### config.mk
export PLATFORM = sky130hd
export DESIGN_NAME = remappable_pin_select_regs
export DESIGN_NICKNAME = d
export VERILOG_FILES = /design/src/core/pin_select_pkg.sv /design/src/core/remappable_pin_select_regs.sv
export SDC_FILE = /design/constraint.sdc
export NUM_CORES = 1
export LEC_CHECK = 0
export BUFFER_PORTS_ARGS = -buffer_cell sky130_fd_sc_hd__buf_2
export CAP_MARGIN = 5
export CORE_MARGIN = 10
export CORE_UTILIZATION = 40
export DETAILED_ROUTE_END_ITERATION = 10
export PLACE_DENSITY_LB_ADDON = 0.25
export SLEW_MARGIN = 40
export SYNTH_ARGS = -nofsm -noshare
export SYNTH_HDL_FRONTEND = slang
export SYNTH_SLANG_ARGS = --single-unit
### constraint.sdc
create_clock -name pclk -period 6.2 [get_ports pclk]
set_input_delay 1.24 -clock pclk [delete_from_list [all_inputs] [get_ports pclk]]
set_output_delay 1.24 -clock pclk [all_outputs]
set_load 0.02 [all_outputs]
### src/core/pin_select_pkg.sv
package pin_select_pkg;
	// ****************************************
	// register offsets (byte addresses)
	// ****************************************
	localparam logic [11:0] uart2_input_select_off = 12'h000;
	localparam logic [11:0] spi1_clock_data_input_select_off = 12'h004;
	localparam logic [11:0] spi1_slave_select_input_select_off = 12'h008;
	localparam logic [11:0] spi2_clock_data_input_select_off = 12'h00c;
	localparam logic [11:0] spi2_slave_select_input_select_off = 12'h010;
	localparam logic [11:0] can1_receive_input_select_off = 12'h014;
	localparam logic [11:0] pins_0_1_output_select_off = 12'h018;
	localparam logic [11:0] pins_2_3_output_select_off = 12'h01c;
	// ****************************************
	// field layout and codes
	// ****************************************
	localparam int field_width = 5;
	localparam int upper_lsb = 8;
	localparam int lower_lsb = 0;
	localparam int pin_count = 26;
	localparam int out_pin_count = 4;
	localparam logic [4:0] input_reset = 5'h1f;
	localparam logic [4:0] output_reset = 5'h00;
	localparam logic [4:0] tie_ground_code = 5'h1f;
	localparam logic [4:0] last_pin_code = 5'h19;
endpackage : pin_select_pkg

### src/core/remappable_pin_select_regs.sv
// The implementer's own choices: the APB register port and the register addresses.
`timescale 1ns/1ps
// Summary of operation
// A five-bit input selector value n from 0 to 25 routes remappable pin n to its peripheral input.
// The all-ones input selector code ties the peripheral input to ground.
// An all-zero input selector routes remappable pin 0.
// At reset input selectors load all ones and output selectors load all zeros.
// Two-field registers hold the upper field in bits 12..8 and the lower in 4..0, other bits read zero.
// Single-field registers hold the field in bits 4..0 and bits 15..5 read zero.
// One register routes the second uart clear-to-send (upper) and receive (lower).
// One register routes the first spi clock (upper) and data input (lower).
// One single-field register routes the first spi slave select.
// One register routes the second spi clock (upper) and data input (lower).
// One single-field register routes the second spi slave select.
// One single-field register routes the first can receive, disabled on parts without can.
// Output selector fields hold a function number that drives remappable pins 0 to 3.
// Writes touch only implemented bits and a new selection acts on the next clock.
module remappable_pin_select_regs #(
	parameter bit can_present = 1'b1
) (
	input wire logic pclk,
	input wire logic presetn,
	input wire logic psel,
	input wire logic penable,
	input wire logic pwrite,
	input wire logic [11:0] paddr,
	input wire logic [31:0] pwdata,
	output logic [31:0] prdata,
	output logic pready,
	output logic pslverr,
	input wire logic [pin_select_pkg::pin_count-1:0] remappable_pin,
	input wire logic [31:0] function_outputs,
	output logic uart_b_rx,
	output logic uart_b_cts,
	output logic spi_a_clock,
	output logic spi_a_datain,
	output logic spi_a_select,
	output logic spi_b_clock,
	output logic spi_b_datain,
	output logic spi_b_select,
	output logic can_a_rx,
	output logic [pin_select_pkg::out_pin_count-1:0] remappable_pin_out,
	output logic [4:0] pin0_output_function,
	output logic [4:0] pin1_output_function,
	output logic [4:0] pin2_output_function,
	output logic [4:0] pin3_output_function
);
	import pin_select_pkg::*;

	// ****************************************
	// synchronisers
	// ****************************************
	logic [pin_count-1:0] pin_meta;
	logic [pin_count-1:0] pin_sync;
	logic [31:0] func_meta;
	logic [31:0] func_sync;
	always_ff @(posedge pclk or negedge presetn) begin
		if (!presetn) begin
			pin_meta <= '0;
			pin_sync <= '0;
			func_meta <= '0;
			func_sync <= '0;
		end else begin
			pin_meta <= remappable_pin;
			pin_sync <= pin_meta;
			func_meta <= function_outputs;
			func_sync <= func_meta;
		end
	end

	// ****************************************
	// selector fields
	// ****************************************
	logic [4:0] uart_b_cts_pin_field;
	logic [4:0] uart_b_rx_pin_field;
	logic [4:0] spi_a_clock_pin_field;
	logic [4:0] spi_a_datain_pin_field;
	logic [4:0] spi_a_select_pin_field;
	logic [4:0] spi_b_clock_pin_field;
	logic [4:0] spi_b_datain_pin_field;
	logic [4:0] spi_b_select_pin_field;
	logic [4:0] can_a_rx_pin_field;
	logic wr_en;
	logic [4:0] wr_hi;
	logic [4:0] wr_lo;
	assign wr_en = psel && penable && pwrite;
	assign wr_hi = pwdata[upper_lsb+field_width-1:upper_lsb];
	assign wr_lo = pwdata[lower_lsb+field_width-1:lower_lsb];

	// only implemented field bits are stored; the rest is dropped
	always_ff @(posedge pclk or negedge presetn) begin
		if (!presetn) begin
			uart_b_cts_pin_field <= input_reset;
			uart_b_rx_pin_field <= input_reset;
			spi_a_clock_pin_field <= input_reset;
			spi_a_datain_pin_field <= input_reset;
			spi_a_select_pin_field <= input_reset;
			spi_b_clock_pin_field <= input_reset;
			spi_b_datain_pin_field <= input_reset;
			spi_b_select_pin_field <= input_reset;
			can_a_rx_pin_field <= input_reset;
			pin0_output_function <= output_reset;
			pin1_output_function <= output_reset;
			pin2_output_function <= output_reset;
			pin3_output_function <= output_reset;
		end else if (wr_en) begin
			if (paddr == uart2_input_select_off) begin
				uart_b_cts_pin_field <= wr_hi;
				uart_b_rx_pin_field <= wr_lo;
			end else if (paddr == spi1_clock_data_input_select_off) begin
				spi_a_clock_pin_field <= wr_hi;
				spi_a_datain_pin_field <= wr_lo;
			end else if (paddr == spi1_slave_select_input_select_off) begin
				spi_a_select_pin_field <= wr_lo;
			end else if (paddr == spi2_clock_data_input_select_off) begin
				spi_b_clock_pin_field <= wr_hi;
				spi_b_datain_pin_field <= wr_lo;
			end else if (paddr == spi2_slave_select_input_select_off) begin
				spi_b_select_pin_field <= wr_lo;
			end else if (paddr == can1_receive_input_select_off) begin
				// disabled register keeps its reset value
				if (can_present) begin
					can_a_rx_pin_field <= wr_lo;
				end
			end else if (paddr == pins_0_1_output_select_off) begin
				pin1_output_function <= wr_hi;
				pin0_output_function <= wr_lo;
			end else if (paddr == pins_2_3_output_select_off) begin
				pin3_output_function <= wr_hi;
				pin2_output_function <= wr_lo;
			end
		end
	end

	// ****************************************
	// apb read side
	// ****************************************
	logic [31:0] next_prdata;
	logic next_err;
	always_comb begin
		next_prdata = '0;
		next_err = 1'b0;
		if (paddr == uart2_input_select_off) begin
			next_prdata[12:8] = uart_b_cts_pin_field;
			next_prdata[4:0] = uart_b_rx_pin_field;
		end else if (paddr == spi1_clock_data_input_select_off) begin
			next_prdata[12:8] = spi_a_clock_pin_field;
			next_prdata[4:0] = spi_a_datain_pin_field;
		end else if (paddr == spi1_slave_select_input_select_off) begin
			next_prdata[4:0] = spi_a_select_pin_field;
		end else if (paddr == spi2_clock_data_input_select_off) begin
			next_prdata[12:8] = spi_b_clock_pin_field;
			next_prdata[4:0] = spi_b_datain_pin_field;
		end else if (paddr == spi2_slave_select_input_select_off) begin
			next_prdata[4:0] = spi_b_select_pin_field;
		end else if (paddr == can1_receive_input_select_off) begin
			if (can_present) begin
				next_prdata[4:0] = can_a_rx_pin_field;
			end
		end else if (paddr == pins_0_1_output_select_off) begin
			next_prdata[12:8] = pin1_output_function;
			next_prdata[4:0] = pin0_output_function;
		end else if (paddr == pins_2_3_output_select_off) begin
			next_prdata[12:8] = pin3_output_function;
			next_prdata[4:0] = pin2_output_function;
		end else begin
			next_err = 1'b1;
		end
	end

	// one wait state: pready registered so every output is a flop
	always_ff @(posedge pclk or negedge presetn) begin
		if (!presetn) begin
			pready <= 1'b0;
			prdata <= '0;
			pslverr <= 1'b0;
		end else if (psel && penable && !pready) begin
			pready <= 1'b1;
			prdata <= pwrite ? 32'h0000_0000 : next_prdata;
			pslverr <= next_err;
		end else begin
			pready <= 1'b0;
			prdata <= '0;
			pslverr <= 1'b0;
		end
	end

	// ****************************************
	// routing
	// ****************************************
	function automatic logic route(input logic [4:0] sel,
			input logic [pin_count-1:0] pins);
		logic r;
		r = 1'b0;
		// ground code and the unused codes above pin 25 read low
		if (sel <= last_pin_code) begin
			r = pins[sel];
		end
		return r;
	endfunction : route

	always_ff @(posedge pclk or negedge presetn) begin
		if (!presetn) begin
			uart_b_rx <= 1'b0;
			uart_b_cts <= 1'b0;
			spi_a_clock <= 1'b0;
			spi_a_datain <= 1'b0;
			spi_a_select <= 1'b0;
			spi_b_clock <= 1'b0;
			spi_b_datain <= 1'b0;
			spi_b_select <= 1'b0;
			can_a_rx <= 1'b0;
		end else begin
			uart_b_rx <= route(uart_b_rx_pin_field, pin_sync);
			uart_b_cts <= route(uart_b_cts_pin_field, pin_sync);
			spi_a_clock <= route(spi_a_clock_pin_field, pin_sync);
			spi_a_datain <= route(spi_a_datain_pin_field, pin_sync);
			spi_a_select <= route(spi_a_select_pin_field, pin_sync);
			spi_b_clock <= route(spi_b_clock_pin_field, pin_sync);
			spi_b_datain <= route(spi_b_datain_pin_field, pin_sync);
			spi_b_select <= route(spi_b_select_pin_field, pin_sync);
			can_a_rx <= can_present && route(can_a_rx_pin_field, pin_sync);
		end
	end

	logic [4:0] out_sel [out_pin_count];
	assign out_sel[0] = pin0_output_function;
	assign out_sel[1] = pin1_output_function;
	assign out_sel[2] = pin2_output_function;
	assign out_sel[3] = pin3_output_function;
	genvar g;
	generate
		for (g = 0; g < out_pin_count; g++) begin : g_out
			always_ff @(posedge pclk or negedge presetn) begin
				if (!presetn) begin
					remappable_pin_out[g] <= 1'b0;
				end else begin
					remappable_pin_out[g] <= func_sync[out_sel[g]];
				end
			end
		end
	endgenerate
endmodule : remappable_pin_select_regs

==> results of run 1 <==
## placed cells by master, fill, tap and decap left out, drive strengths merged, types with 12 or more instances in the layout
master,n
inv,12
nor2,30
mux2i,108
nand3,20
nand2,30
dfrtp,161
buf,134
dfstp,45
o22ai,12
a21oi,12
a22oi,16
mux4,49
nand2b,18
mux2,77
clkbuf,26
conb,22
## synthesized netlist by cell type, types with 6 or more instances
cell type,n
mux2i_1,108
buf_2,16
o22ai_1,12
nor2b_1,10
nor3b_1,7
a21oi_1,12
mux4_1,6
nand2b_1,18
nor2_1,30
a211oi_1,7
nor3_1,7
clkbuf_1,34
a22oi_1,16
nand3_1,20
mux2_2,77
inv_1,10
buf_4,25
dfstp_2,45
nand2_1,30
mux4_2,43
dfrtp_1,161
## metal layers
metal  GRT usage (%)  routed length (um)  up-vias
met2           25.31               12470      243
met3           4.217                2031       39
met1           22.95               12550     3473
li1                -                   -     3103
met4           3.839                 429        6
met5               0                  41        -
## area by class of cell
class / count / area [sq um]
multi-input cells: 507 / 4702
flip-flops and latches: 206 / 5215
well taps: 330 / 412.9
repair buffers: 134 / 720.7
clock buffers: 26 / 596.8
clock inverters: 16 / 198.9
inverters: 10 / 37.54
diodes: 1 / 2.502
fillers: 2297 / 13370
## sequential cells by signal (all words and copies together) (netlist names), 10 cells and up
register	count
func_meta	32
func_sync	32
pin_meta	26
pin_sync	26
prdata	10
## cell families (layout without fill, tap and decap cells)
family / after synthesis / after routing / share of synthesized area (%)
other cells: 1 / 23 / 0.03644
simple gates: 159 / 159 / 8.463
mux: 234 / 234 / 29.88
buf+inv: 89 / 186 / 4.450
flops: 206 / 206 / 50.64
compound gates: 92 / 92 / 6.530
## worst paths after layout
kind,depth (start not counted),slack (ps),to
setup / recovery,6,3200,spi_b_clock_pin_field[2]$_DFFE_PN1P_
hold / removal,0,340,pin_sync[22]$_DFF_PN0_
setup reg to reg,4,4080,spi_a_clock$_DFF_PN0_
hold reg to reg,0,340,pin_sync[22]$_DFF_PN0_
max in group asynchronous,3,4400,spi_a_clock_pin_field[3]$_DFFE_PN1P_
min in group asynchronous,1,590,spi_a_select$_DFF_PN0_
## worst reg2reg max path, delay by kind of cell, from the launching register on
family           cells  cell delay [ps]
AO/OA/AOI/OAI        1              270
flip-flops           1              660
multiplexers         2              870
AND/OR/NAND/NOR      1              180
## stage by stage
step	setup WS (ps)	std cells
global route	3063	1229
floorplan	3526	802
finish	3202	1230
detailed placement	2684	1185
CTS	3183	1227
global placement	2635	1185
## power breakdown
group / switching [W] / internal (W) / total (W)
Sequential: 0.0000531 / 0.00139 / 0.00144
Clock: 0.000558 / 0.000864 / 0.00142
Combinational: 0.0000984 / 0.0000732 / 0.000172
==> implementation parameters, run 1 <==
Parameter                              Value

Outcome
  Result of the run    complete, no violations

Final layout
  Area added between synthesis and finish    15.52%
  Summed area of non-filler cells in the final layout    ~12000 sq um
  Number of nets in the layout    roughly 990
  Share of final-layout standard cells stronger than drive strength 1    39.15%
  End-of-flow core utilization    between 40% and 50%

Critical path
  Library cell contributing the largest single delay on the critical path    nor3b_1
  CP Buf/Inv Count    2
  Cell family contributing the most delay on the critical path    simple AND/OR/NAND/NOR gates
  Worst Path Required    6630 ps
  Crit. End Element    register
  Peak fanout along the critical path    7
  Worst-path cell chain    buf_2 -> nor4_2 -> and4_1 -> nor3b_1 -> buf_4 -> mux2_2
  Reg-to-reg startpoint    spi_a_clock_pin_field[0]$_DFFE_PN1P_
  Critical path startpoint    paddr[9]
  Setup crit start kind    input port
  Worst setup path category    input port to register
  Critical path arrival    3430 ps
  Peak per-stage delay on the critical path    approximately 700 ps

STA
  Worst setup skew after layout    23.18 ps
  Number of hold violations in the final report    0
  Setup TNS after final layout    0 ps
  Final critical-path share of the clock period    48.35%
  Worst hold-check slack    338.0 ps
  Worst-margin pin slew    around 760 ps
  F_max    0.3336 GHz
  Unrepaired setup endpoints after global routing    no
  Count of final max-slew check failures    0
  Finish-stage setup viols    0
  Shortest clock period the worst path allows after layout    approximately 3000 ps
  Max_slew headroom    49.30%

Detailed routing
  Residual antenna-violating net count after detailed routing    0
  Vias after detailed routing    6864
  Number of remaining DRC errors    0
  Per-cell via count in the routed design    ~5.6
  Initial drt markers    580
  Drt wl/cell    22.37 um
  Routed wire length    between 20 and 30 mm
  Number of search-and-repair iterations in the first detailed-routing pass    5

Synthesis
  Cell type with the largest total area after synthesis    dfrtp_1
  Number of flops mapped to enable cells by yosys    0
  Portion of synthesized cell area occupied by the leading cell type    39.15%
  FFs w/ async S/R, synth    100.0%
  Most used flip-flop cell after synthesis    dfrtp_1
  Synthesized instance count    781
  Average instance area after synthesis    approximately 13 sq um
  Mapped Area    10290 sq um
  Seq/Total Area, Yosys    50.64%
  Register bit total from synthesis    206
  Most area-consuming cells after synthesis    dfrtp_1, dfstp_2, mux2i_1, mux4_2, mux2_2
  Number of distinct library cells after synthesis    roughly 50
  Number of warnings printed during yosys synthesis    0

Clock tree
  CTS tree    yes
  Number of buffers added for setup after CTS    0
  Clock sink count    206
  Number of H-tree levels    1
  Num CTS Buffers    23
  Buffer levels on the longest clock path    3
  # hold bufs at CTS    0
  Gates resized, CTS repair    0
  Worst-Skew Late Latency    520 ps
  Root buffer selected by CTS    clkbuf_16
  Clock Pin Slew Worst Setup and Hold Paths    about 60 ps

Global route
  Global-route wire length before repair    43.17 mm
  Overflow after GRT    0
  Pin count of the biggest net entering global routing    between 100 and 150
  Tot GR Track Use    between 10% and 20%
  Vias in the first global route    7179
  Initial antenna violation count    4

Hold path
  Hold crit path type    register to register
  Origin of the worst min-delay path    pin_meta[22]$_DFF_PN0_

Power and ir drop
  Power Dens Cells    around 260 nW/um^2
  Maximum VDD drop    170.0 uV
  Static leakage power    slightly below 5 nW
  Post-route total power    0.003037 W

Placement
  Count of port buffers added during placement    129
  Routability congestion estimate    roughly 0.86
  Placed Instance Area    around 11000 sq um
  Detailed-placement wirelength estimate    between 15 and 20 mm

Die
  Die Area    roughly 33000 sq um
  Starting density of the core    40.75%
  Vertical die dimension    180.4 um
  Die W    180.4 um
  Count of pins on the block boundary    174
  Row count    58
  Total core area    25250 sq um

Job
  Max Cap Viol    0
(Power assumes the default switching activity.)
==> inputs of run 2 (changes only) <==
--- a/config.mk
+++ b/config.mk
@@ -5,6 +5,7 @@
 export SDC_FILE = /design/constraint.sdc
 export NUM_CORES = 1
 export LEC_CHECK = 0
+export ABC_AREA = 1
 export BUFFER_PORTS_ARGS = -buffer_cell sky130_fd_sc_hd__buf_2
 export CAP_MARGIN = 5
 export CORE_MARGIN = 10
==> constraint.sdc (replaced) <==
create_clock -name pclk -period 3 [get_ports pclk]
set_input_delay 0.6 -clock pclk [delete_from_list [all_inputs] [get_ports pclk]]
set_output_delay 0.6 -clock pclk [all_outputs]
set_load 0.02 [all_outputs]
==> implementation parameters, run 2 <==
Parameter                              Value

Outcome
  Result of the run    complete, no violations

Die
  Row count    59 (+1.7%)
  Total core area    25980 sq um (+2.9%)
  Die Area    33250 sq um (+2.2%)
  Die W    182.4 um (+1.1%)
  Starting density of the core    40.58% (-0.17 points)
  Count of pins on the block boundary    174 (unchanged)
  Vertical die dimension    182.4 um (+1.1%)

Synthesis
  Most used flip-flop cell after synthesis    dfrtp_1
  FFs w/ async S/R, synth    100.0% (unchanged)
  Fraction of synthesized cell area in xor and xnor cells    0% (unchanged)
  Mux contribution to synthesized area    0% (-30 points)
  Largest family of logic cells by synthesized area    compound AO/OA/AOI/OAI gates
  Synth Area in Adders    0% (unchanged)
  Synthesized instance count    1286 (+65%)
  Seq/Total Area, Yosys    49.42% (-1.2 points)
  Register bit total from synthesis    206 (unchanged)
  Mapped Area    10540 sq um (+2.5%)
  Average instance area after synthesis    8.199 sq um (-38%)
  Number of warnings printed during yosys synthesis    0 (unchanged)
  Most area-consuming cells after synthesis    dfrtp_1, dfstp_2, o21ai_0, nand2_1, nor2_1
  Post-synthesis simple-gate area fraction    19.51% (+11 points)
  Commonest cells in the netlist    nand2_1, o21ai_0, dfrtp_1
  Library cell with the highest instance count after synthesis    nand2_1
  Number of flops mapped to enable cells by yosys    0 (unchanged)
  Cell type with the largest total area after synthesis    dfrtp_1
  Number of distinct library cells after synthesis    44 (-14%)
  Portion of synthesized cell area occupied by the leading cell type    38.21% (-0.94 points)
  Compound-gate portion of the synthesized area    22.24% (+16 points)

Detailed routing
  Number of remaining DRC errors    0 (unchanged)
  Residual antenna-violating net count after detailed routing    0 (unchanged)
  Drt wl/cell    19.31 um (-14%)
  Routed wire length    33.36 mm (+21%)
  Per-cell via count in the routed design    5.580 (about the same)
  Initial drt markers    1032 (+78%)
  Number of search-and-repair iterations in the first detailed-routing pass    5 (unchanged)
  Vias after detailed routing    9636 (+40%)

STA
  Final critical-path share of the clock period    between 70% and 80%
  Worst hold-check slack    179.3 ps (-158.7 ps)
  Worst-margin pin slew    653.0 ps (-105.9 ps)
  Max_slew headroom    56.36% (+7.1 points)
  Count of final max-slew check failures    0 (unchanged)
  F_max    0.4643 GHz
  Setup slack of the critical path after layout    846.2 ps (-2356 ps)
  Finish-stage setup viols    0 (unchanged)
  Unrepaired setup endpoints after global routing    no
  Worst setup skew after layout    10.29 ps (-12.88 ps)
  Number of hold violations in the final report    0 (unchanged)
  Shortest clock period the worst path allows after layout    between 2000 and 2500 ps
  Setup TNS after final layout    0 ps (unchanged)

Final layout
  Biggest regs    func_meta: 32 flops, func_sync: 32 flops
  Number of nets in the layout    1484 (+50%)
  Area added between synthesis and finish    14.37%
  Fill cells    2571 (+12%)
  Top library cells by usage in the layout, fill and taps aside    nand2_1, o21ai_0, dfrtp_1
  Commonest non-fill, non-tap cell in the layout    nand2_1
  Share of final-layout standard cells stronger than drive strength 1    18.10% (-21 points)
  Final instance count without filler cells    1727 (+40%)
  # diodes    0 (-1)

Placement
  Routability congestion estimate    0.9115 (+5.9%)
  Count of port buffers added during placement    129 (unchanged)
  Worst-case setup slack after placement    587.1 ps (-2097 ps)
  Number of placed instances, taps included    1687 (+42%)
  Detailed-placement wirelength estimate    23.45 mm (+22%)

Power and ir drop
  Portion of total power attributed to the clock network    46.4% (-0.4 points)
  Share of power burned in combinational logic    5.5% (about the same)
  Internal    0.004734 W (+100%)
  Power Dens Cells    513.8 nW/um^2 (+100%)
  Net load switching power    0.001461 W (+110%)
  Maximum VDD drop    321.1 uV (+89%)
  Static leakage power    5.279 nW (+7.8%)
  Sequential power share    48.1% (+0.6 points)
  Sw Share    23.59% (+0.23 points)
  Post-route total power    0.006195 W (+100%)

Clock tree
  CTS tree    yes
  Num CTS Buffers    22 (-4.3%)
  Root buffer selected by CTS    clkbuf_16
  Buffer levels on the longest clock path    3 (unchanged)
  Number of H-tree levels    1 (unchanged)
  Clock Pin Slew Worst Setup and Hold Paths    60 ps (about the same)
  Worst-Skew Late Latency    520 ps (about the same)
  Clock sink count    206 (unchanged)

Critical path
  Worst path depth    1 (-5)
  Crit. End Element    output port
  Worst-path cell chain    buf_2
  CP Buf/Inv Count    1 (-1)
  Worst Path Required    2400 ps (-4230 ps)
  Critical path startpoint    pin1_output_function[0]$_DFFE_PN0P_
  Setup crit start kind    register
  Cell family contributing the most delay on the critical path    flip-flops
  Library cell contributing the largest single delay on the critical path    dfrtp_1
  Capture point of the critical path    pin1_output_function[0]
  Setup slack on the worst flop-to-flop path    990 ps (-3090 ps)
  Worst r2r dst    remappable_pin_out[1]$_DFF_PN0_
  Peak per-stage delay on the critical path    740 ps (+60 ps)
  Peak fanout along the critical path    20 (+13)
  Worst setup path category    register to output port
  Count of cells along the worst register-to-register path    7 (+3)
  Critical path arrival    1550 ps (-1880 ps)
  Reg-to-reg startpoint    pin1_output_function[0]$_DFFE_PN0P_

Global route
  Tot GR Track Use    19.43% (+2.9 points)
  Pin count of the biggest net entering global routing    76 (-28%)
  Initial antenna violation count    0 (-4)
  Global-route wire length before repair    52.15 mm (+21%)
  Overflow after GRT    0 (unchanged)
  Vias in the first global route    9112 (+27%)

Job
  Max Cap Viol    0 (unchanged)

Hold path
  Hold crit path type    input port to register
## run 2: how the worst min path moves through the flow
| stage | from | endpoint | slack [ps] | cells after the start |
|---|---|---|---|---|
| final | function_outputs[19] | func_meta[19]$_DFF_PN0_ | 180 | 1 |
| after global routing | remappable_pin[9] | pin_meta[9]$_DFF_PN0_ | 170 | 1 |
| after CTS | remappable_pin[6] | pin_meta[6]$_DFF_PN0_ | 160 | 1 |
| after detailed placement | func_meta[25]$_DFF_PN0_ | func_sync[25]$_DFF_PN0_ | 330 | 0 |
| after global placement | pin_meta[23]$_DFF_PN0_ | pin_sync[23]$_DFF_PN0_ | 330 | 0 |
| after floorplan | presetn | can_a_rx$_DFF_PN0_ | 300 | 0 |
## run 2: cell type report
cell class,count,area (sq um),share of cell area (%)
inverters,111,421.7,3.497
repair buffers,137,742.0,6.153
well taps,335,419.2,3.476
multi-input cells,899,4484,37.19
clock inverters,10,143.9,1.193
flip-flops and latches,206,5211,43.21
clock buffers,29,636.9,5.281
## run 2: kinds of logic (layout without fill, tap and decap cells)
group / count (synthesis) / in the layout
and+or+nand+nor: 476 / 476
AOI/OAI and AO/OA: 401 / 401
DFF: 206 / 206
other: 1 / 22
buffers and inverters: 202 / 287
## run 2: worst reg2reg max path, stage by stage (launching register included)
cell and delay [ps]:
dfrtp_1 740, inv_1 430, o21ai_0 270, o221ai_1 170
nand3_1 110, nand2_1 60, nand2_1 60, nand2_1 60
## run 2: repair_timing
action / CTS / global route
hold buffers: 1 / 0
endpoints found under the setup margin: 0 / 0
setup buffers: 0 / 0
gates resized for setup: 0 / 0
hold endpoints to repair: 37 / 0
## run 2: routing by layer
| layer | track usage (%) | vias to the layer above | part of all wire (%) |
|---|---|---|---|
| li1 | - | 4512 | - |
| met1 | 27.92 | 4545 | 44 |
| met2 | 28.55 | 515 | 43 |
| met3 | 3.699 | 64 | 10 |
| met4 | 6.769 | 0 | 2.9 |
| met5 | 0 | - | 0 |
## run 2: power by group through the flow
| stage | clock, W | sequential, W | combinational (W) |
|---|---|---|---|
| 5_1_grt | 0.00305 | 0.00299 | 0.000384 |
| 3_5_place_dp | 0 | 0.00302 | 0.000341 |
| 6_report | 0.00287 | 0.00298 | 0.000341 |
| 4_1_cts | 0.00296 | 0.00298 | 0.000344 |
| 2_1_floorplan | 0 | 0.00297 | 0.000186 |
| 3_3_place_gp | 0 | 0.00302 | 0.000335 |
## run 2: stage by stage
stage / util (%) / instance area, sq um
finish: 46.41 / 12060
global route: 46.41 / 12060
CTS: 46.41 / 12060
detailed placement: 43.36 / 11270
global placement: 43.36 / 11270
floorplan: - / 10620
==> inputs of run 3 (changes only) <==
==> constraint.sdc (replaced) <==
create_clock -name pclk -period 2.2 [get_ports pclk]
set_input_delay 0.44 -clock pclk [delete_from_list [all_inputs] [get_ports pclk]]
set_output_delay 0.44 -clock pclk [all_outputs]
set_load 0.02 [all_outputs]
==> implementation parameters, run 3 (same netlist as run 2, synthesis figures left out) <==
Parameter                              Value

Detailed routing
  Per-cell via count in the routed design    5.553 (-0.47%)
  Residual antenna-violating net count after detailed routing    0 (unchanged)
  Routed wire length    33.77 mm (+1.2%)
  Vias after detailed routing    9718 (+0.85%)
  Number of remaining DRC errors    0 (unchanged)
  Initial drt markers    1170 (+13%)
  Number of search-and-repair iterations in the first detailed-routing pass    7 (+2)
  Drt wl/cell    19.30 um (about the same)

Critical path
  Reg-to-reg startpoint    uart_b_rx_pin_field[0]$_DFFE_PN1P_
  Peak per-stage delay on the critical path    750 ps (about the same)
  Worst r2r dst    uart_b_rx$_DFF_PN0_
  Worst setup path category    register to output port
  Cell family contributing the most delay on the critical path    flip-flops
  Crit. End Element    output port
  Count of cells along the worst register-to-register path    7 (unchanged)
  Library cell contributing the largest single delay on the critical path    dfrtp_1
  Worst-path cell chain    buf_2
  Setup slack on the worst flop-to-flop path    450 ps (-540 ps)
  Setup crit start kind    register
  Peak fanout along the critical path    19 (-5.0%)
  Critical path arrival    1550 ps (about the same)
  CP Buf/Inv Count    1 (unchanged)
  Worst Path Required    1760 ps (-640 ps)

Clock tree
  Num CTS Buffers    23 (+4.5%)
  Worst-Skew Late Latency    510 ps (about the same)
  Number of H-tree levels    1 (unchanged)
  Clock Pin Slew Worst Setup and Hold Paths    60 ps (about the same)
  Root buffer selected by CTS    clkbuf_16
  Clock sink count    206 (unchanged)
  Buffer levels on the longest clock path    3 (unchanged)
  CTS tree    yes

Power and ir drop
  Share of power burned in combinational logic    5.6% (about the same)
  Post-route total power    0.008591 W (+39%)
  Sw Share    23.72% (+0.14 points)
  Net load switching power    0.002038 W (+39%)
  Internal    0.006553 W (+38%)
  Maximum VDD drop    471.7 uV (+47%)
  Sequential power share    47.2% (-0.9 points)
  Portion of total power attributed to the clock network    47.1% (+0.7 points)
  Power Dens Cells    701.2 nW/um^2 (+36%)
  Static leakage power    5.411 nW (+2.5%)

Placement
  Detailed-placement wirelength estimate    23.68 mm (+0.99%)
  Count of port buffers added during placement    129 (unchanged)
  Routability congestion estimate    0.9388 (+3.0%)

Global route
  Initial antenna violation count    0 (unchanged)
  Vias in the first global route    9087 (-0.27%)
  Overflow after GRT    0 (unchanged)
  Tot GR Track Use    19.49% (+0.064 points)
  Pin count of the biggest net entering global routing    56 (-26%)
  Global-route wire length before repair    52.27 mm (+0.24%)

Die
  Die W    182.4 um (unchanged)
  Vertical die dimension    182.4 um (unchanged)
  Starting density of the core    40.58% (unchanged)
  Count of pins on the block boundary    174 (unchanged)
  Die Area    33250 sq um (unchanged)
  Total core area    25980 sq um (unchanged)
  Row count    59 (unchanged)

Outcome
  Result of the run    complete, no violations

STA
  F_max    0.5029 GHz
  Worst-margin pin slew    642.3 ps (-10.73 ps)
  Shortest clock period the worst path allows after layout    between 1500 and 2000 ps
  Number of hold violations in the final report    0 (unchanged)
  Finish-stage setup viols    0 (unchanged)
  Worst setup skew after layout    16.40 ps (+6.111 ps)
  Final critical-path share of the clock period    between 90% and 100%
  Max_slew headroom    57.18% (+0.82 points)
  Count of final max-slew check failures    0 (unchanged)
  Unrepaired setup endpoints after global routing    no
  Setup TNS after final layout    0 ps (unchanged)

Final layout
  Biggest regs    func_meta: 32 flops, func_sync: 32 flops
  Area added between synthesis and finish    16.20%
  Fill cells    2592 (+0.82%)
  Top library cells by usage in the layout, fill and taps aside    nand2_1, o21ai_0, dfrtp_1
  Number of nets in the layout    1506 (+1.5%)
  Commonest non-fill, non-tap cell in the layout    nand2_1
  # diodes    0 (unchanged)
  Share of final-layout standard cells stronger than drive strength 1    19.36% (+1.3 points)

Hold path
  Origin of the worst min-delay path    remappable_pin[16]
  Hold worst-path end    pin_meta[16]$_DFF_PN0_
  Hold crit path type    input port to register
  Number of cells on the worst hold path    1 (unchanged)

Job
  Max Cap Viol    0 (unchanged)
## run 3: changes by cell type in the layout (fill, tap and decap cells not counted), moves of 2 or more
cell / delta
inv_6: +4
clkinv_4: +2
buf_4: +20
clkbuf_8: -4
clkinvlp_4: -3
## run 3: power groups by stage
stage | combinational, W | sequential (W) | clock (W)
6_report | 0.000484 | 0.00406 | 0.00405
5_1_grt | 0.000544 | 0.00407 | 0.00430
4_1_cts | 0.000488 | 0.00405 | 0.00414
3_5_place_dp | 0.000485 | 0.00412 | 0
3_3_place_gp | 0.000477 | 0.00412 | 0
2_1_floorplan | 0.000254 | 0.00405 | 0
## run 3: worst max path at each step
stage / startpoint / endpoint / slack [ps] / cells past startpoint
4_1_cts: pin3_output_function[1]$_DFFE_PN0P_ / pin3_output_function[1] / 230 / 1
2_1_floorplan: paddr[9] / prdata[0]$_DFF_PN0_ / 640 / 9
3_3_place_gp: paddr[7] / prdata[8]$_DFF_PN0_ / 230 / 10
5_1_grt: pin3_output_function[1]$_DFFE_PN0P_ / pin3_output_function[1] / 170 / 1
3_5_place_dp: paddr[7] / prdata[8]$_DFF_PN0_ / 240 / 10
6_report: pin3_output_function[1]$_DFFE_PN0P_ / pin3_output_function[1] / 210 / 1
## run 3: cell type report
cell class	count	area [sq um]	share of cell area, %
Timing Repair Buffer	158	912.1	7.445
Sequential cell	206	5211	42.53
Clock buffer	27	610.6	4.984
Inverter	111	421.7	3.442
Clock inverter	14	192.7	1.573
Tap cell	335	419.2	3.421
Multi-Input combinational cell	899	4484	36.60
## run 3: routing by layer
layer,share of wire [%],routed length (um),GRT usage (%)
met1,43,14680,27.73
met2,43,14640,28.87
met3,10,3514,4.352
met4,2.8,932,5.955
met5,0,0,0
## run 3: per-stage QoR
step	hold slack, ps	std cells	utilization (%)	cell area, sq um	setup slack (ps)
final	27.61	1750	47.15	12250	211.7
after floorplan	144.4	1307	-	10620	638.0
after CTS	10.77	1750	47.15	12250	230.1
after global routing	10.45	1750	47.15	12250	165.3
after global placement	333.0	1708	44.02	11440	230.0
after detailed placement	334.7	1708	44.02	11440	244.7
## run 3: timing repair
action,in CTS,in global routing
hold buffers,1,0
endpoints found under the hold margin,44,0
resized for setup,0,0
setup buffers,0,0
